===== config.mk =====
export PLATFORM = sky130hd
export DESIGN_NAME = main_stream_attribute_status_bank
export DESIGN_NICKNAME = d
export VERILOG_FILES = /design/src/design/msa_status_pkg.sv /design/src/design/main_stream_attribute_status_bank.sv /design/src/design/msa_field_reg.sv
export SDC_FILE = /design/constraint.sdc
export NUM_CORES = 1
export LEC_CHECK = 0
export ABC_AREA = 1
export BUFFER_PORTS_ARGS = -buffer_cell sky130_fd_sc_hd__buf_2
export CAP_MARGIN = 15
export CORE_MARGIN = 3
export CORE_UTILIZATION = 52
export DETAILED_ROUTE_END_ITERATION = 12
export PLACE_DENSITY = 0.81
export SKIP_CTS_REPAIR_TIMING = 1
export SLEW_MARGIN = 20
export SYNTH_ARGS = -nofsm -noshare
export SYNTH_HDL_FRONTEND = slang
export SYNTH_SLANG_ARGS = --single-unit
export TNS_END_PERCENT = 20

===== constraint.sdc =====
create_clock -name sys_clk -period 4.89 [get_ports sys_clk]
set_input_delay 0.489 -clock sys_clk [delete_from_list [all_inputs] [get_ports sys_clk]]
set_output_delay 0.489 -clock sys_clk [all_outputs]
set_load 0.02 [all_outputs]

===== src/design/msa_status_pkg.sv =====
// Package with register map, field layout and reset values of the stream attribute status bank
package msa_status_pkg;
  localparam int addr_w = 12;
  localparam logic [11:0] hsync_polarity_off = 12'h0504;
  localparam logic [11:0] hsync_width_off = 12'h0508;
  localparam logic [11:0] horizontal_start_off = 12'h050C;
  localparam logic [11:0] horizontal_total_off = 12'h0510;
  localparam logic [11:0] vertical_active_height_off = 12'h0514;
  localparam logic [11:0] vsync_polarity_off = 12'h0518;
  localparam logic [11:0] vsync_width_off = 12'h051C;
  localparam logic [11:0] vertical_start_off = 12'h0520;
  localparam logic [11:0] vertical_total_off = 12'h0524;
  localparam logic [11:0] misc_attribute_zero_off = 12'h0528;
  localparam int polarity_bit = 0;
  localparam int sync_width_msb = 14;
  localparam int count_msb = 15;
  localparam int color_depth_msb = 7;
  localparam int color_depth_lsb = 5;
  localparam int colorimetry_select_bit = 4;
  localparam int range_select_bit = 3;
  localparam int component_format_msb = 2;
  localparam int component_format_lsb = 1;
  localparam int clock_mode_bit = 0;
  localparam logic [1:0] format_rgb = 2'h0;
  localparam logic [1:0] format_ycc422 = 2'h1;
  localparam logic [1:0] format_ycc444 = 2'h2;
  localparam logic [1:0] format_reserved = 2'h3;
  localparam logic [15:0] count_reset = 16'h0000;
  localparam logic [7:0] misc_reset = 8'h00;
  localparam logic [31:0] unmapped_read = 32'h0000_0000;
endpackage


===== src/design/main_stream_attribute_status_bank.sv =====
// Chosen here: the plain strobed port.
`timescale 1ns/1ps
`default_nettype none
// Read-only bank reporting the timing and format attributes of the first main stream
// Functional notes
// - Horizontal polarity register bit 0 shows the requested horizontal sync polarity.
// - Horizontal sync width register bits 14:0 give pulse width in video clocks.
// - Horizontal start bits 15:0 count clocks from sync edge to active data.
// - Horizontal total bits 15:0 give the full line length in video clocks.
// - Vertical height bits 15:0 give active lines per frame.
// - Vertical polarity bit 0: one is active-high, zero active-low.
// - Vertical sync width bits 14:0 give pulse width in lines.
// - Vertical start bits 15:0 give blanking lines before first active line.
// - Vertical total bits 15:0 give total lines per frame.
// - Misc attribute bits 7:5 give bits per component.
// - Misc bit 4 selects colorimetry: one BT709-5, zero BT601-5.
// - Misc bit 3 selects range: one consumer, zero computer display.
// - Misc bits 2:1 give component format: RGB, 422, 444, reserved.
// - Misc bit 0: zero synchronous clock mode, one asynchronous.
module main_stream_attribute_status_bank
  import msa_status_pkg::*;
(
  input wire logic sys_clk,
  input wire logic sys_rst,
  input wire logic [addr_w-1:0] reg_addr,
  input wire logic [31:0] reg_wdata,
  input wire logic reg_wr,
  input wire logic reg_rd,
  output logic [31:0] reg_rdata,
  input wire logic attr_valid,
  input wire logic hsync_polarity_in,
  input wire logic [14:0] hsync_width_in,
  input wire logic [15:0] horizontal_start_in,
  input wire logic [15:0] horizontal_total_in,
  input wire logic [15:0] vertical_active_height_in,
  input wire logic vsync_polarity_in,
  input wire logic [14:0] vsync_width_in,
  input wire logic [15:0] vertical_start_in,
  input wire logic [15:0] vertical_total_in,
  input wire logic [2:0] color_depth_in,
  input wire logic colorimetry_select_in,
  input wire logic range_select_in,
  input wire logic [1:0] component_format_in,
  input wire logic clock_mode_in,
  output logic attr_seen_q
);
  logic hsync_polarity_q;
  logic [14:0] hsync_width_q;
  logic [15:0] horizontal_start_q;
  logic [15:0] horizontal_total_q;
  logic [15:0] vertical_active_height_q;
  logic vsync_polarity_q;
  logic [14:0] vsync_width_q;
  logic [15:0] vertical_start_q;
  logic [15:0] vertical_total_q;
  logic [7:0] misc_attribute_zero_q;
  logic [7:0] misc_in;
  logic [31:0] read_mux;
  logic [31:0] reg_rdata_d;

  // Misc byte packed from its fields
  assign misc_in[color_depth_msb:color_depth_lsb] = color_depth_in;
  assign misc_in[colorimetry_select_bit] = colorimetry_select_in;
  assign misc_in[range_select_bit] = range_select_in;
  assign misc_in[component_format_msb:component_format_lsb] = component_format_in;
  assign misc_in[clock_mode_bit] = clock_mode_in;

  // Whole set loads in one cycle; software reading across a new attr_valid can still see fields of two attribute sets
  msa_field_reg #(.width(1)) u_hspol (.sys_clk(sys_clk), .sys_rst(sys_rst), .load(attr_valid),
    .value(hsync_polarity_in), .field_q(hsync_polarity_q));
  msa_field_reg #(.width(15)) u_hswidth (.sys_clk(sys_clk), .sys_rst(sys_rst), .load(attr_valid),
    .value(hsync_width_in), .field_q(hsync_width_q));
  msa_field_reg #(.width(16)) u_hstart (.sys_clk(sys_clk), .sys_rst(sys_rst), .load(attr_valid),
    .value(horizontal_start_in), .field_q(horizontal_start_q));
  msa_field_reg #(.width(16)) u_htotal (.sys_clk(sys_clk), .sys_rst(sys_rst), .load(attr_valid),
    .value(horizontal_total_in), .field_q(horizontal_total_q));
  msa_field_reg #(.width(16)) u_vheight (.sys_clk(sys_clk), .sys_rst(sys_rst), .load(attr_valid),
    .value(vertical_active_height_in), .field_q(vertical_active_height_q));
  msa_field_reg #(.width(1)) u_vspol (.sys_clk(sys_clk), .sys_rst(sys_rst), .load(attr_valid),
    .value(vsync_polarity_in), .field_q(vsync_polarity_q));
  msa_field_reg #(.width(15)) u_vswidth (.sys_clk(sys_clk), .sys_rst(sys_rst), .load(attr_valid),
    .value(vsync_width_in), .field_q(vsync_width_q));
  msa_field_reg #(.width(16)) u_vstart (.sys_clk(sys_clk), .sys_rst(sys_rst), .load(attr_valid),
    .value(vertical_start_in), .field_q(vertical_start_q));
  msa_field_reg #(.width(16)) u_vtotal (.sys_clk(sys_clk), .sys_rst(sys_rst), .load(attr_valid),
    .value(vertical_total_in), .field_q(vertical_total_q));
  msa_field_reg #(.width(8)) u_misc0 (.sys_clk(sys_clk), .sys_rst(sys_rst), .load(attr_valid),
    .value(misc_in), .field_q(misc_attribute_zero_q));

  // Read decode; reg_wr and reg_wdata are deliberately unused
  assign read_mux =
    (reg_addr == hsync_polarity_off) ? {31'h0000_0000, hsync_polarity_q} :
    (reg_addr == hsync_width_off) ? {17'h0_0000, hsync_width_q} :
    (reg_addr == horizontal_start_off) ? {16'h0000, horizontal_start_q} :
    (reg_addr == horizontal_total_off) ? {16'h0000, horizontal_total_q} :
    (reg_addr == vertical_active_height_off) ? {16'h0000, vertical_active_height_q} :
    (reg_addr == vsync_polarity_off) ? {31'h0000_0000, vsync_polarity_q} :
    (reg_addr == vsync_width_off) ? {17'h0_0000, vsync_width_q} :
    (reg_addr == vertical_start_off) ? {16'h0000, vertical_start_q} :
    (reg_addr == vertical_total_off) ? {16'h0000, vertical_total_q} :
    (reg_addr == misc_attribute_zero_off) ? {24'h00_0000, misc_attribute_zero_q} :
    unmapped_read;
  assign reg_rdata_d = reg_rd ? read_mux : 32'h0000_0000;

  always_ff @(posedge sys_clk or posedge sys_rst) begin
    if (sys_rst) begin
      reg_rdata <= 32'h0000_0000;
      attr_seen_q <= 1'b0;
    end else begin
      reg_rdata <= reg_rdata_d;
      attr_seen_q <= attr_seen_q | attr_valid;
    end
  end

  // Checks
  a_hspol_capture: assert property (@(posedge sys_clk) disable iff (sys_rst)
    attr_valid |=> hsync_polarity_q == $past(hsync_polarity_in))
    else $error("hsync polarity not captured");
  a_hswidth_read: assert property (@(posedge sys_clk) disable iff (sys_rst)
    reg_rd && reg_addr == hsync_width_off |=> reg_rdata == {17'h0_0000, $past(hsync_width_q)})
    else $error("hsync width read wrong");
  a_htotal_read: assert property (@(posedge sys_clk) disable iff (sys_rst)
    reg_rd && reg_addr == horizontal_total_off |=> reg_rdata[31:16] == 16'h0000)
    else $error("htotal upper bits not zero");
  a_vtotal_capture: assert property (@(posedge sys_clk) disable iff (sys_rst)
    attr_valid |=> vertical_total_q == $past(vertical_total_in))
    else $error("vtotal not captured");
  a_vspol_read: assert property (@(posedge sys_clk) disable iff (sys_rst)
    reg_rd && reg_addr == vsync_polarity_off |=> reg_rdata == {31'h0000_0000, $past(vsync_polarity_q)})
    else $error("vsync polarity read wrong");
  a_misc_format: assert property (@(posedge sys_clk) disable iff (sys_rst)
    attr_valid |=> misc_attribute_zero_q[2:1] == $past(component_format_in))
    else $error("component format misplaced");
  a_misc_depth: assert property (@(posedge sys_clk) disable iff (sys_rst)
    attr_valid |=> misc_attribute_zero_q[7:5] == $past(color_depth_in)
      && misc_attribute_zero_q[0] == $past(clock_mode_in))
    else $error("depth or clock mode misplaced");
  a_hold_values: assert property (@(posedge sys_clk) disable iff (sys_rst)
    !attr_valid |=> $stable(horizontal_start_q) && $stable(vertical_start_q))
    else $error("values changed without new attributes");
  a_idle_rdata: assert property (@(posedge sys_clk) disable iff (sys_rst)
    !reg_rd |=> reg_rdata == 32'h0000_0000)
    else $error("read data without read");
  c_attr_load: cover property (@(posedge sys_clk) disable iff (sys_rst) attr_valid);
  c_read_misc: cover property (@(posedge sys_clk) disable iff (sys_rst)
    reg_rd && reg_addr == misc_attribute_zero_off);
  c_write_ignored: cover property (@(posedge sys_clk) disable iff (sys_rst) reg_wr ##1 reg_rd);
endmodule
`default_nettype wire


===== src/design/msa_field_reg.sv =====
`timescale 1ns/1ps
`default_nettype none
// One captured attribute field, loaded whenever a new attribute set arrives
module msa_field_reg #(
  parameter int width = 16
) (
  input wire logic sys_clk,
  input wire logic sys_rst,
  input wire logic load,
  input wire logic [width-1:0] value,
  output logic [width-1:0] field_q
);
  always_ff @(posedge sys_clk or posedge sys_rst) begin
    if (sys_rst) begin
      field_q <= '0;
    end else if (load) begin
      field_q <= value;
    end
  end
endmodule
`default_nettype wire


======== Word level (Yosys, flattened, before mapping) ========
Cells that the tools add are included.
storage, ports and cells
  bits in registers ....................... 137
  input port bits ......................... 169
  output and inout port bits .............. 33
cells by class
  eq/ne operators ......................... 10
  mux-type cells .......................... 11
  bitwise gates (word level) .............. 1
operator list
  cell                                              count
  2-to-1 mux 16 bit                                 10
  == test 12 x 11 -> 1 bit (second input constant)  10
  2-to-1 mux 8 bit                                  1
  bitwise OR 1 bit                                  1

======== Longest topological paths before layout ========
Gate-level depths: netlist of the first run.
  depth after elaboration ................. 12
  depth in mapped cells ................... 15
  depth with buffers taken out ............ 14

======== By module ========
Synthesis of the first run repeated with hierarchy kept, for this count alone.
unflattened totals
  cell total of the unflattened synthesis .. 798
  area, all modules ....................... 6757.7 µm²
modules (own cells, without submodules)
  module                             times used  cells each  area each (µm²)  seq. area each (µm²)
  msa_field_reg at u_hstart ...      5           69          648.1            400.4
  main_stream_attribute_status_bank  1           276         1896.8           425.4
  msa_field_reg at u_hswidth ...     2           65          611.8            375.4
  msa_field_reg at u_misc0           1           35          309.0            200.2
  msa_field_reg at u_hspol ...       2           6           43.8             25.0

======== Least setup slack after synthesis of the first run ========
OpenSTA, ideal clock, no wires.
  kind .................................... in2reg
  from .................................... input port reg_addr[9]
  to ...................................... register reg_rdata[10]
  arrival ................................. 1.528 ns
  setup slack ............................. 3.236 ns
  stages on the path ...................... 10
  buffers on the path ..................... 2
  cell sequence ........................... nor2_1 -> nand2_2 -> nor2_4 -> nand2_1 -> buf_2 -> buf_6 -> o21ai_0 -> inv_1 -> nand2_1 -> a21oi_2
on the way
  cells in the longest elaborated chain, start to end .. 11
ends and longest elaborated chain
  item                      line                                      RTL
  start, declared           main_stream_attribute_status_bank.sv:25   input wire logic [addr_w-1:0] reg_addr,
  == test 12 x 11 -> 1 bit  main_stream_attribute_status_bank.sv:100  (reg_addr == vertical_total_off) ? {16'h0000, vertical_total_q} :
  2-to-1 mux 16 bit         main_stream_attribute_status_bank.sv:100
  2-to-1 mux 16 bit         main_stream_attribute_status_bank.sv:99   (reg_addr == vertical_start_off) ? {16'h0000, vertical_start_q} :
  2-to-1 mux 16 bit         main_stream_attribute_status_bank.sv:98   (reg_addr == vsync_width_off) ? {17'h0_0000, vsync_width_q} :
  2-to-1 mux 16 bit         main_stream_attribute_status_bank.sv:97   (reg_addr == vsync_polarity_off) ? {31'h0000_0000, vsync_polarity_q} :
  2-to-1 mux 16 bit         main_stream_attribute_status_bank.sv:96   (reg_addr == vertical_active_height_off) ? {16'h0000, vertical_active_height_q} :
  2-to-1 mux 16 bit         main_stream_attribute_status_bank.sv:95   (reg_addr == horizontal_total_off) ? {16'h0000, horizontal_total_q} :
  2-to-1 mux 16 bit         main_stream_attribute_status_bank.sv:94   (reg_addr == horizontal_start_off) ? {16'h0000, horizontal_start_q} :
  2-to-1 mux 16 bit         main_stream_attribute_status_bank.sv:93   (reg_addr == hsync_width_off) ? {17'h0_0000, hsync_width_q} :
  2-to-1 mux 16 bit *       main_stream_attribute_status_bank.sv:92   (reg_addr == hsync_polarity_off) ? {31'h0000_0000, hsync_polarity_q} :
  2-to-1 mux 16 bit *       main_stream_attribute_status_bank.sv:103  assign reg_rdata_d = reg_rd ? read_mux : 32'h0000_0000;
  via reg_rdata_d[10]       main_stream_attribute_status_bank.sv:59   logic [31:0] reg_rdata_d;
  end signal, assigned      main_stream_attribute_status_bank.sv:110  reg_rdata <= reg_rdata_d;
  end, declared             main_stream_attribute_status_bank.sv:29   output logic [31:0] reg_rdata,
Mark *: on every way through the listed nets, which the timed path passes. The rest lies on a longest branch.
A chain may end at the register's enable or synchronous reset.

======== Worst setup path in the final report of the first run ========
  from .................................... input port reg_addr[7]
  to ...................................... register reg_rdata[0]
on the way
  cells in the longest elaborated chain, start to end .. 12
ends and longest elaborated chain
  item                      line                                      RTL
  == test 12 x 11 -> 1 bit  main_stream_attribute_status_bank.sv:101  (reg_addr == misc_attribute_zero_off) ? {24'h00_0000, misc_attribute_zero_q} :
  2-to-1 mux 8 bit          main_stream_attribute_status_bank.sv:101
  2-to-1 mux 16 bit         main_stream_attribute_status_bank.sv:100
  2-to-1 mux 16 bit         main_stream_attribute_status_bank.sv:99
  2-to-1 mux 16 bit         main_stream_attribute_status_bank.sv:98
  2-to-1 mux 16 bit         main_stream_attribute_status_bank.sv:97
  2-to-1 mux 16 bit         main_stream_attribute_status_bank.sv:96
  2-to-1 mux 16 bit         main_stream_attribute_status_bank.sv:95
  2-to-1 mux 16 bit         main_stream_attribute_status_bank.sv:94
  2-to-1 mux 16 bit         main_stream_attribute_status_bank.sv:93
  2-to-1 mux 16 bit *       main_stream_attribute_status_bank.sv:92
  2-to-1 mux 16 bit *       main_stream_attribute_status_bank.sv:103
  via reg_rdata_d[0]        main_stream_attribute_status_bank.sv:59
Marks and branches as above.

==> results.py, run 1 <==
metrics = {
    "outcome": {
        "run_status": "complete, no violations",
    },
    "global_routing": {
        "gr-max-usage-layer": "met2",
        "use_met1_pct": 31.7,
        "grt_antenna_before_repair": 1,
        "globalRouteMet2Util_pct": 39.3,
        "globalRoute.totalOverflow": 0,
        "grt_max_degree": 115,
        "globalRouteTotalUtil_pct": 24.3,
        "first_pass_grt_wire_length_um": 26700,
        "groute.layer.met3.usage_pct": 5.77,
        "vias_in_the_first_global_route": 5484,
    },
    "routing": {
        "detailedRoute.firstPassIterationCount": 8,
        "initial_drt_markers": 535,
        "route.detailed.wl_per_inst_um": 14.4,
        "drt_wl_total_um": 16400,
        "antenna_left": 0,
        "vias_per_cell": 4.97,
        "drcViolationCount": 0,
        "via_count": 5689,
    },
    "worst_setup_path": {
        "required_ns": 5.22,
        "critical_path_peak_fanout": 20,
        "timing.critical_path.arrival_ns": 2.53,
        "crit_path_end_kind": "flip-flop",
        "worstSetupStartpointType": "input port",
        "path_class": "input port to flip-flop",
    },
    "timing": {
        "layout_worst_path_cycle_share_pct": 44.9,
        "report.final.slew_viol_count": 0,
        "setup_violations": 0,
        "post-route-min-period_ns": 2.20,
        "finalHoldViolCount": 0,
        "max_transition_margin_pct": 35.9,
        "achievable-frequency_mhz": 455,
        "final.setup_skew_ns": 0.00666,
        "tightestPinTransition_ns": 0.961,
        "final_total_negative_setup_slack_ns": 0,
        "rsz0062_at_grt": "false",
    },
    "clock_tree": {
        "clk_pin_slew_ns": 0.05,
        "cts_root_buffer": "sky130_fd_sc_hd__clkbuf_16",
        "clk-insertion-delay-late_ns": 0.42,
        "clock_sink_count": 137,
        "tritoncts.num_buffers": 17,
        "ctsLongestPathBuffers": 2,
        "cts_tree": "done",
        "h-tree-depth": 4,
    },
    "logic_synthesis": {
        "gate_count_after_technology_mapping": 829,
        "post-synth-top-area-fraction_pct": 52.6,
        "share_of_synthesized_cell_area_in_and_or_nand_and_nor_gates_pct": 24.7,
        "main_combinational_cell_family_by_area_after_synthesis": "simple AND/OR/NAND/NOR gates",
        "synth.avg_cell_area_um2": 7.87,
        "synth_adder_area_share_pct": 0,
        "synth_sequential_area_ratio_pct": 52.6,
        "synth.mux.area_fraction_pct": 0,
        "yosys_register_bits": 137,
        "synth.distinct_cells": 28,
        "synth-warning-count": 0,
        "post-synth-top-area-cell": "sky130_fd_sc_hd__dfrtp_1",
        "yosys.area_share.xor_xnor_pct": 0,
        "synth_compound_area_share_pct": 13.2,
        "ys_top_cells_by_area": "sky130_fd_sc_hd__dfrtp_1, sky130_fd_sc_hd__nand2_1, sky130_fd_sc_hd__o21ai_0, sky130_fd_sc_hd__inv_1, sky130_fd_sc_hd__a21oi_1",
        "syn_area_mm2": 0.00652,
    },
    "layout": {
        "layout-drive-gt1-share_pct": 22.3,
        "antennaDiodeCount": 0,
        "stdcell_count": 1145,
        "n_fill_cell": 1096,
        "final_net_count": 1133,
        "area_growth_syn_to_layout_pct": 21.1,
    },
    "power": {
        "leakage_nw": 4.29,
        "report.power.total_mw": 2.87,
        "irDropWorstVdd_v": 0.000272,
        "p_per_area_mw_per_mm2": 363,
    },
    "floorplanning": {
        "height_of_the_chip_um": 118,
        "floorplan.initialDensity_pct": 53.6,
        "core_area_mm2": 0.0122,
        "fp-row-count": 40,
        "design.die.area_mm2": 0.0139,
        "io_pins": 202,
        "die_width_um": 118,
    },
    "placed_design": {
        "port-buffer-count": 152,
        "cell_count_after_placement": 1113,
        "post-dp-hpwl_um": 11500,
        "globalplace.congestion": 0.878,
    },
    "run": {
        "drv_cap": 0,
    },
    "min_path": {
        "hold_class": "input port to async pin",
    },
}
## Yosys cell counts (all sizes together)
library cell / count
or2: 3
buf: 30
a31oi: 1
inv: 80
o21bai: 2
o22ai: 1
nand3: 9
nor2: 22
clkbuf: 24
nand2: 363
o21ai: 97
o211ai: 13
nor3: 2
a21oi: 42
clkinv: 2
conb: 1
dfrtp: 137
## cell usage in the layout, fill, tap and decap left out, types with 2 or more instances in the layout
| master | instances |
|---|---|
| sky130_fd_sc_hd__a21oi_1 | 32 |
| sky130_fd_sc_hd__a21oi_2 | 10 |
| sky130_fd_sc_hd__buf_2 | 151 |
| sky130_fd_sc_hd__buf_4 | 4 |
| sky130_fd_sc_hd__bufinv_16 | 4 |
| sky130_fd_sc_hd__clkbuf_1 | 3 |
| sky130_fd_sc_hd__clkbuf_16 | 17 |
| sky130_fd_sc_hd__clkbuf_8 | 4 |
| sky130_fd_sc_hd__clkinv_2 | 4 |
| sky130_fd_sc_hd__conb_1 | 16 |
| sky130_fd_sc_hd__dfrtp_1 | 137 |
| sky130_fd_sc_hd__inv_1 | 76 |
| sky130_fd_sc_hd__inv_2 | 4 |
| sky130_fd_sc_hd__nand2_1 | 355 |
| sky130_fd_sc_hd__nand2_2 | 5 |
| sky130_fd_sc_hd__nand2_4 | 3 |
| sky130_fd_sc_hd__nand3_1 | 9 |
| sky130_fd_sc_hd__nor2_1 | 14 |
| sky130_fd_sc_hd__nor2_2 | 2 |
| sky130_fd_sc_hd__nor2_4 | 5 |
| sky130_fd_sc_hd__nor3_1 | 2 |
| sky130_fd_sc_hd__o211ai_1 | 13 |
| sky130_fd_sc_hd__o21ai_0 | 88 |
| sky130_fd_sc_hd__o21ai_1 | 9 |
| sky130_fd_sc_hd__o21bai_1 | 2 |
| sky130_fd_sc_hd__or2_2 | 3 |
## layout make-up
| type | instances | area (um^2) | area share (%) |
|---|---|---|---|
| well taps | 168 | 210 | 2.66 |
| inverters | 82 | 313 | 3.96 |
| clock inverters | 8 | 140 | 1.77 |
| multi-input cells | 571 | 2530 | 32.0 |
| clock buffers | 24 | 492 | 6.22 |
| flip-flops and latches | 137 | 3430 | 43.4 |
| repair buffers | 155 | 786 | 9.95 |
## cells by family after synthesis
group / Yosys count
and+or+nand+nor: 399
buffers and inverters: 136
DFF: 137
AOI/OAI and AO/OA: 156
other: 1
## through the flow
| step | util, % | hold slack [ns] | instance area (um^2) | setup slack (ns) |
|---|---|---|---|---|
| CTS | 65.0 | 0.251 | 7900 | 2.79 |
| global route | 65.0 | 0.266 | 7900 | 2.48 |
| floorplan | - | 0.434 | 6580 | 0.733 |
| finish | 65.0 | 0.220 | 7900 | 2.69 |
| global placement | 59.8 | 0.448 | 7270 | 2.44 |
| detailed placement | 59.8 | 0.447 | 7270 | 2.37 |
## worst max-delay path, cell delays in order
cell and delay [ns]:
sky130_fd_sc_hd__buf_2 0.10, sky130_fd_sc_hd__nor2_2 0.16, sky130_fd_sc_hd__nand3_1 0.14, sky130_fd_sc_hd__nor2_4 0.22, sky130_fd_sc_hd__nand2_1 0.43, sky130_fd_sc_hd__inv_1 0.50, sky130_fd_sc_hd__a21oi_1 0.08, sky130_fd_sc_hd__nand2_1 0.08
sky130_fd_sc_hd__nand2_1 0.05, sky130_fd_sc_hd__nand2_1 0.06, sky130_fd_sc_hd__nand2_1 0.06, sky130_fd_sc_hd__a21oi_1 0.16
## power breakdown
group	switching [mW]	internal, mW
clock	0.463	0.904
sequential	0.0392	1.22
combinational	0.156	0.0855
## sequential cells by signal, indices dropped and copies added, names as in the netlist
name	count
u_hspol.field_q	1
reg_rdata	16
u_hstart.field_q	16
u_vswidth.field_q	15
u_hswidth.field_q	15
u_vspol.field_q	1
u_vstart.field_q	16
attr_seen_q	1
u_htotal.field_q	16
u_misc0.field_q	8
u_vtotal.field_q	16
u_vheight.field_q	16
## routing by layer
layer / part of all wire, % / routed length (um)
met5: 0.085 / 14
met4: 2.3 / 383
met3: 5.8 / 956
met2: 49 / 7980
met1: 43 / 7090
## worst paths after layout
| check | start | slack [ns] | to | cells after the start |
|---|---|---|---|---|
| min in group sys_clk | horizontal_total_in[1] | 0.27 | u_htotal.field_q[1]$_DFFE_PP0P_ | 3 |
| hold / removal | sys_rst | 0.22 | u_hstart.field_q[11]$_DFFE_PP0P_ | 2 |
| max in group asynchronous | sys_rst | 3.52 | reg_rdata[8]$_DFF_PP0_ | 3 |
| setup reg to reg | u_misc0.field_q[0]$_DFFE_PP0P_ | 3.59 | reg_rdata[0]$_DFF_PP0_ | 12 |
| hold reg to reg | u_htotal.field_q[12]$_DFFE_PP0P_ | 0.46 | u_htotal.field_q[12]$_DFFE_PP0P_ | 2 |
| setup / recovery | reg_addr[7] | 2.69 | reg_rdata[0]$_DFF_PP0_ | 12 |
Power figures use the tool's default switching activity.
==> inputs of run 2 (changes only) <==
--- a/config.mk
+++ b/config.mk
@@ -5,13 +5,13 @@
 export SDC_FILE = /design/constraint.sdc
 export NUM_CORES = 1
 export LEC_CHECK = 0
-export ABC_AREA = 1
+export ABC_AREA = 0
 export BUFFER_PORTS_ARGS = -buffer_cell sky130_fd_sc_hd__buf_2
 export CAP_MARGIN = 15
 export CORE_MARGIN = 3
-export CORE_UTILIZATION = 52
+export CORE_UTILIZATION = 51
 export DETAILED_ROUTE_END_ITERATION = 12
-export PLACE_DENSITY = 0.81
+export PLACE_DENSITY = 0.8
 export SKIP_CTS_REPAIR_TIMING = 1
 export SLEW_MARGIN = 20
 export SYNTH_ARGS = -nofsm -noshare
==> constraint.sdc (replaced) <==
create_clock -name sys_clk -period 2.05 [get_ports sys_clk]
set_input_delay 0.205 -clock sys_clk [delete_from_list [all_inputs] [get_ports sys_clk]]
set_output_delay 0.205 -clock sys_clk [all_outputs]
set_load 0.02 [all_outputs]
==> run 2 against run 1 <==
Via count shrank 17%. Flip-flop and latch count unchanged. Cell area barely moved. Die area increased by 0.38%. Register-to-register slack worse by 2.9 ns. Cell count decreased by 28%. Sequential power up 140%. Combinational power increased to 3.2 times the previous value. Non-clock buffer count increased by 13. Setup slack worse by 2.2 ns. First-iteration DRC count decreased by 24%. Critical endpoint is now reg_rdata[14]$_DFF_PP0_. Largest cell class unchanged.
==> results.py, run 2 <==
metrics = {
    "layout": {
        "area_growth_syn_to_layout_pct": 23.1,
        "antennaDiodeCount": 0,
        "layout.cells.most_common": "sky130_fd_sc_hd__buf_2",
        "layout.core_utilization_pct": 65.0,
        "layout-drive-gt1-share_pct": 50.2,
        "mostFrequentLayoutCells": "sky130_fd_sc_hd__buf_2, sky130_fd_sc_hd__dfrtp_1, sky130_fd_sc_hd__mux2_2",
        "final_net_count": 817,
        "n_fill_cell": 944,
    },
    "global_routing": {
        "grt_max_degree": 89,
        "vias_in_the_first_global_route": 4884,
        "globalRoute.totalOverflow": 0,
        "grt_antenna_before_repair": 1,
        "globalRouteTotalUtil_pct": 23.9,
        "first_pass_grt_wire_length_um": 26200,
    },
    "placed_design": {
        "globalplace.congestion": 0.903,
        "post-dp-hpwl_um": 11500,
        "port-buffer-count": 152,
    },
    "logic_synthesis": {
        "synth_sequential_area_ratio_pct": 53.4,
        "main_combinational_cell_family_by_area_after_synthesis": "multiplexers",
        "synth-warning-count": 0,
        "yosys.area_share.xor_xnor_pct": 0,
        "post-synth-top-area-cell": "sky130_fd_sc_hd__dfrtp_1",
        "synth_compound_area_share_pct": 10.1,
        "synth.mux.area_fraction_pct": 23.7,
        "post-synth-top-count-cell": "sky130_fd_sc_hd__dfrtp_1",
        "ys.flop_type": "sky130_fd_sc_hd__dfrtp_1",
        "syn_area_mm2": 0.00642,
        "yosys-top-cells-count": "sky130_fd_sc_hd__dfrtp_1, sky130_fd_sc_hd__mux2_2, sky130_fd_sc_hd__a22oi_1",
        "gate_count_after_technology_mapping": 499,
        "share_of_synthesized_cell_area_in_and_or_nand_and_nor_gates_pct": 8.20,
        "synth_edf_count": 0,
        "synth_adder_area_share_pct": 0,
        "synth.distinct_cells": 50,
        "ys_top_cells_by_area": "sky130_fd_sc_hd__dfrtp_1, sky130_fd_sc_hd__mux2_2, sky130_fd_sc_hd__a22oi_1, sky130_fd_sc_hd__buf_4, sky130_fd_sc_hd__mux2i_1",
        "synth.avg_cell_area_um2": 12.9,
        "postSynth.asyncResetShare_pct": 100,
        "yosys_register_bits": 137,
        "post-synth-top-area-fraction_pct": 53.4,
    },
    "floorplanning": {
        "floorplan.initialDensity_pct": 52.8,
        "fp-row-count": 40,
        "core_area_mm2": 0.0122,
        "io_pins": 202,
        "design.die.area_mm2": 0.0140,
        "height_of_the_chip_um": 118,
        "die_width_um": 118,
    },
    "worst_setup_path": {
        "required_ns": 2.33,
        "worst_path_dominant_cell_family": "simple AND/OR/NAND/NOR gates",
        "timing.critical_path.arrival_ns": 1.83,
        "slowest_delay_ns": 0.55,
        "path_cells": "buf_2 -> or4b_4 -> o41a_1 -> nand2_1 -> o22ai_1",
        "crit_path_end_kind": "flip-flop",
        "worstPathBufferInverterCount": 1,
        "slowest_stage": "sky130_fd_sc_hd__or4b_4",
        "critical_path_peak_fanout": 11,
        "worstSetupStartpointType": "input port",
        "path_class": "input port to flip-flop",
    },
    "routing": {
        "m1WireLength_um": 6940,
        "drt_wl_total_um": 16200,
        "antenna_left": 0,
        "vias_per_cell": 5.71,
        "route.detailed.wl_per_inst_um": 19.5,
        "initial_drt_markers": 404,
        "drcViolationCount": 0,
        "via_count": 4731,
        "highest-signal-layer": "met5",
        "detailedRoute.firstPassIterationCount": 5,
        "met2WireLength_um": 7560,
        "route.met3.wl_um": 1420,
    },
    "timing": {
        "max_transition_margin_pct": 60.0,
        "tightestPinTransition_ns": 0.600,
        "achievable-frequency_mhz": 645,
        "rsz0062_at_grt": "false",
        "post-route-min-period_ns": 1.55,
        "report.final.slew_viol_count": 0,
        "final.setup_skew_ns": 0.00877,
        "layout_worst_path_cycle_share_pct": 75.6,
        "finalHoldWorstSlack_ns": 0.0161,
        "finalHoldViolCount": 0,
        "setup_violations": 0,
        "final_total_negative_setup_slack_ns": 0,
    },
    "clock_tree": {
        "clk-insertion-delay-late_ns": 0.42,
        "cts_tree": "done",
        "tritoncts.num_buffers": 17,
        "clock_sink_count": 137,
        "clk_pin_slew_ns": 0.06,
        "h-tree-depth": 4,
        "ctsLongestPathBuffers": 2,
        "cts_root_buffer": "sky130_fd_sc_hd__clkbuf_16",
    },
    "power": {
        "leakage_nw": 3.49,
        "p_per_area_mw_per_mm2": 843,
        "irDropWorstVdd_v": 0.000561,
        "report.power.total_mw": 6.66,
    },
    "run": {
        "drv_cap": 0,
    },
    "outcome": {
        "run_status": "complete, no violations",
    },
    "min_path": {
        "hold_class": "input port to flip-flop",
    },
}
-- run 2: changes by cell type in the layout (fill, tap and decap cells not counted), sizes merged, moves of 9 or more --
| cell | delta |
|---|---|
| buf | +12 |
| inv | -79 |
| nor2b | +11 |
| mux2 | +127 |
| nor2 | -9 |
| o2bb2ai | +10 |
| nand3b | +9 |
| o21ai | -90 |
| nand2 | -356 |
| a21oi | -35 |
| mux2i | +9 |
| a22oi | +22 |
-- run 2: where the power goes --
group,leakage (nW),switching [mW],internal [mW]
logic,1.58,0.365,0.410
clock network,0.271,1.09,1.72
registers,1.64,0.131,2.94
total,3.49,1.59,5.07
-- run 2: per-stage QoR --
stage | instances | setup slack, ns | area, um^2
6_report | 828 | 0.501 | 7910
5_1_grt | 828 | 0.420 | 7910
4_1_cts | 827 | 0.528 | 7900
3_5_place_dp | 796 | 0.0880 | 7350
3_3_place_gp | 796 | 0.147 | 7350
2_1_floorplan | 514 | 0.138 | 6480
-- run 2: final cells by class --
| class | count | area (um^2) | area share, % |
|---|---|---|---|
| Sequential cell | 137 | 3430 | 43.4 |
| Multi-Input combinational cell | 321 | 2760 | 34.9 |
| Timing Repair Buffer | 168 | 948 | 12.0 |
| Clock buffer | 23 | 468 | 5.92 |
| Tap cell | 168 | 210 | 2.66 |
| Clock inverter | 8 | 72.6 | 0.918 |
| Inverter | 3 | 15.0 | 0.190 |
-- run 2: layer usage --
metal,GRT usage (%),vias to the layer above
met5,0,-
met4,6.23,2
met3,8.18,24
met2,37.1,217
met1,32.4,2363
li1,-,2125
-- run 2: kinds of logic after synthesis --
family          count (synthesis)
other cells                     1
simple gates                   84
flops                         137
compound gates                 85
mux                           136
buf+inv                        56
-- run 2: final timing paths --
kind,startpoint,endpoint,slack (ns),cells past startpoint
max in group asynchronous,sys_rst,u_htotal.field_q[15]$_DFFE_PP0P_,1.08,4
min in group asynchronous,sys_rst,u_hswidth.field_q[10]$_DFFE_PP0P_,0.46,4
setup reg to reg,u_vstart.field_q[2]$_DFFE_PP0P_,reg_rdata[2]$_DFF_PP0_,0.66,4
setup / recovery,reg_addr[1],reg_rdata[14]$_DFF_PP0_,0.50,5
hold reg to reg,attr_seen_q$_DFF_PP0_,attr_seen_q$_DFF_PP0_,0.48,1
hold / removal,vsync_width_in[14],u_vswidth.field_q[14]$_DFFE_PP0P_,0.02,2
-- run 2: worst register-to-register path: cells and delay by family, from the launching register on --
kind | cells | cell delay [ns]
AOI/OAI and AO/OA | 3 | 0.87
muxes | 1 | 0.07
DFF | 1 | 0.34
==> inputs of run 3 (changes only) <==
--- a/config.mk
+++ b/config.mk
@@ -5,13 +5,13 @@
 export SDC_FILE = /design/constraint.sdc
 export NUM_CORES = 1
 export LEC_CHECK = 0
-export ABC_AREA = 0
+export ABC_AREA = 1
 export BUFFER_PORTS_ARGS = -buffer_cell sky130_fd_sc_hd__buf_2
 export CAP_MARGIN = 15
 export CORE_MARGIN = 3
-export CORE_UTILIZATION = 51
+export CORE_UTILIZATION = 52
 export DETAILED_ROUTE_END_ITERATION = 12
-export PLACE_DENSITY = 0.8
+export PLACE_DENSITY = 0.81
 export SKIP_CTS_REPAIR_TIMING = 1
 export SLEW_MARGIN = 20
 export SYNTH_ARGS = -nofsm -noshare
==> constraint.sdc (replaced) <==
create_clock -name sys_clk -period 1.6 [get_ports sys_clk]
set_input_delay 0.16 -clock sys_clk [delete_from_list [all_inputs] [get_ports sys_clk]]
set_output_delay 0.16 -clock sys_clk [all_outputs]
set_load 0.02 [all_outputs]
==> run 3 against run 2 <==
The run now ends with hold timing left. Via count is 37% higher. Core utilization increased by 12 points. First-iteration DRC count is 50% higher. Register-to-register slack worse by 0.26 ns. Total power rose by 37%. Cell count increased by 56%. Sequential share of layout area decreased by 6.7 points. Critical path type unchanged. Critical endpoint is now reg_rdata[1]$_DFF_PP0_.
==> results.py, run 3 (synthesis gave the netlist of run 1 again) <==
metrics = {
    "worst_setup_path": {
        "worstSetupStartpointType": "input port",
        "slowest_delay_ns": 0.16,
        "timing.critical_path.arrival_ns": 1.67,
        "slowest_stage": "sky130_fd_sc_hd__nor2_8",
        "worstPathBufferInverterCount": 4,
        "path_class": "input port to flip-flop",
        "critical_path.most_common_cell": "sky130_fd_sc_hd__nand2_1",
        "critical_path.reg2reg.startpoint": "u_misc0.field_q[0]$_DFFE_PP0P_",
        "crit_path_end_kind": "flip-flop",
        "path_cells": "buf_2 -> nor2_4 -> nand2_4 -> buf_12 -> nor2_8 -> nand2_2 -> buf_4 -> o21ai_0 -> inv_1 -> nand2_1 -> nand2_1 -> nand2_1 -> nand2_1 -> a21oi_1",
        "required_ns": 1.95,
        "critPathLaunch": "reg_addr[1]",
        "critical_path_peak_fanout": 8,
        "worst_path_dominant_cell_family": "simple AND/OR/NAND/NOR gates",
    },
    "clock_tree": {
        "ctsLongestPathBuffers": 2,
        "tritoncts.num_buffers": 17,
        "cts_tree": "done",
        "clk_pin_slew_ns": 0.06,
        "clk-insertion-delay-late_ns": 0.44,
        "cts_root_buffer": "sky130_fd_sc_hd__clkbuf_16",
        "h-tree-depth": 4,
        "clock_sink_count": 137,
    },
    "global_routing": {
        "first_pass_grt_wire_length_um": 26500,
        "grt_antenna_before_repair": 1,
        "globalRoute.totalOverflow": 0,
        "grt_max_degree": 69,
        "globalRouteTotalUtil_pct": 24.1,
        "vias_in_the_first_global_route": 5620,
    },
    "timing": {
        "setup_violations": 0,
        "finalHoldWorstSlack_ns": -0.0304,
        "finalHoldViolCount": 6,
        "max_transition_margin_pct": 57.7,
        "final_total_negative_setup_slack_ns": 0,
        "post-route-min-period_ns": 1.32,
        "report.final.slew_viol_count": 0,
        "achievable-frequency_mhz": 757,
        "layout_worst_path_cycle_share_pct": 82.5,
        "final.setup_skew_ns": 0.0144,
        "rsz0062_at_grt": "false",
        "tightestPinTransition_ns": 0.631,
    },
    "routing": {
        "initial_drt_markers": 604,
        "m1WireLength_um": 7720,
        "drt_wl_total_um": 19600,
        "met2WireLength_um": 10100,
        "highest-signal-layer": "met4",
        "drcViolationCount": 0,
        "route.detailed.wl_per_inst_um": 15.2,
        "antenna_left": 0,
        "via_count": 6477,
        "route.met3.wl_um": 1180,
        "detailedRoute.firstPassIterationCount": 5,
        "vias_per_cell": 5.03,
    },
    "placed_design": {
        "post-dp-hpwl_um": 11900,
        "port-buffer-count": 152,
        "cell_count_after_placement": 1143,
        "detailed_place.area_mm2": 0.00757,
        "globalplace.congestion": 0.883,
    },
    "min_path": {
        "worst_hold_startpoint": "hsync_width_in[10]",
        "hold_class": "input port to flip-flop",
    },
    "layout": {
        "mostFrequentLayoutCells": "sky130_fd_sc_hd__nand2_1, sky130_fd_sc_hd__buf_2, sky130_fd_sc_hd__dfrtp_1",
        "stdcell_count": 1288,
        "n_fill_cell": 799,
        "final_net_count": 1277,
        "layout-drive-gt1-share_pct": 22.1,
        "stdcell_area_mm2": 0.00934,
        "layout.cells.most_common": "sky130_fd_sc_hd__nand2_1",
        "area_growth_syn_to_layout_pct": 43.2,
    },
    "floorplanning": {
        "design.die.area_mm2": 0.0139,
        "io_pins": 202,
        "floorplan.initialDensity_pct": 53.6,
        "height_of_the_chip_um": 118,
        "fp-row-count": 40,
        "core_area_mm2": 0.0122,
        "die_width_um": 118,
    },
    "outcome": {
        "failed_checks": "hold timing",
        "run_status": "complete, but fails checks",
    },
    "run": {
        "drv_cap": 0,
    },
    "power": {
        "leakage_nw": 4.91,
        "p_per_area_mw_per_mm2": 974,
        "irDropWorstVdd_v": 0.000799,
    },
}
run 3: changes by cell type in the layout (fill, tap and decap cells not counted), moves of 9 or more:
cell	before	now
sky130_fd_sc_hd__nand2_1	7	355
sky130_fd_sc_hd__nand3b_1	9	0
sky130_fd_sc_hd__a22oi_1	22	0
sky130_fd_sc_hd__dlygate4sd3_1	1	114
sky130_fd_sc_hd__o2bb2ai_1	10	0
sky130_fd_sc_hd__buf_4	11	28
sky130_fd_sc_hd__mux2i_1	9	0
sky130_fd_sc_hd__a21oi_2	0	10
sky130_fd_sc_hd__inv_1	2	76
sky130_fd_sc_hd__mux2_2	127	0
sky130_fd_sc_hd__a21oi_1	7	32
sky130_fd_sc_hd__nor2b_1	11	0
sky130_fd_sc_hd__o21ai_0	6	88
run 3: layout make-up:
cell class,instances,area [um^2],share of cell area (%)
inverter,82,312,3.34
antenna,1,2.50,0.0268
timing repair buffer,299,2230,23.8
sequential,137,3430,36.7
tap,168,210,2.25
clock buffer,23,488,5.23
multi-input combinational,571,2530,27.1
clock inverter,7,140,1.50
run 3: worst paths after layout:
kind | to | slack (ns) | cells after the start
setup / recovery | reg_rdata[1]$_DFF_PP0_ | 0.28 | 14
hold / removal | u_hswidth.field_q[10]$_DFFE_PP0P_ | -0.03 | 3
setup reg to reg | reg_rdata[0]$_DFF_PP0_ | 0.40 | 12
hold reg to reg | u_hswidth.field_q[11]$_DFFE_PP0P_ | 0.46 | 2
max in group asynchronous | u_vstart.field_q[7]$_DFFE_PP0P_ | 0.76 | 4
min in group asynchronous | u_hstart.field_q[13]$_DFFE_PP0P_ | 0.23 | 3
run 3: where the power goes:
group          total [mW]  internal, mW  leakage, nW  switching, mW
Combinational        1.02         0.472         2.92          0.547
Clock                4.21          2.75        0.301           1.46
Sequential           3.87          3.74         1.69          0.130
Total                9.10          6.96         4.91           2.13
run 3: worst reg2reg max path, cell delays in order, from the launching register on:
cell and delay (ns):
sky130_fd_sc_hd__dfrtp_1 0.32, sky130_fd_sc_hd__inv_1 0.06, sky130_fd_sc_hd__a21oi_1 0.12, sky130_fd_sc_hd__nand3_1 0.08, sky130_fd_sc_hd__nand2_1 0.06, sky130_fd_sc_hd__inv_1 0.04
sky130_fd_sc_hd__nand2_1 0.06, sky130_fd_sc_hd__nand2_1 0.07, sky130_fd_sc_hd__nand2_1 0.06, sky130_fd_sc_hd__nand2_1 0.05, sky130_fd_sc_hd__nand2_1 0.05, sky130_fd_sc_hd__nand2_1 0.05
sky130_fd_sc_hd__a21oi_1 0.13
run 3: metal layers:
metal | track usage, % | vias up
li1 | - | 3112
met4 | 10.5 | 0
met1 | 29.8 | 3028
met3 | 7.11 | 55
met5 | 0 | -
met2 | 39.3 | 282
run 3: stage by stage:
step           setup WS (ns)  total power, mW  utilization, %  hold slack (ns)
3_5_place_dp          -0.107             4.68            62.2            0.137
6_report               0.279             9.10            76.8          -0.0304
3_3_place_gp         -0.0830             4.65            62.2            0.135
4_1_cts                0.324             8.84            67.4           -0.314
2_1_floorplan         -0.267             4.37               -            0.277
5_1_grt                0.142             9.39            76.8        0.0000728
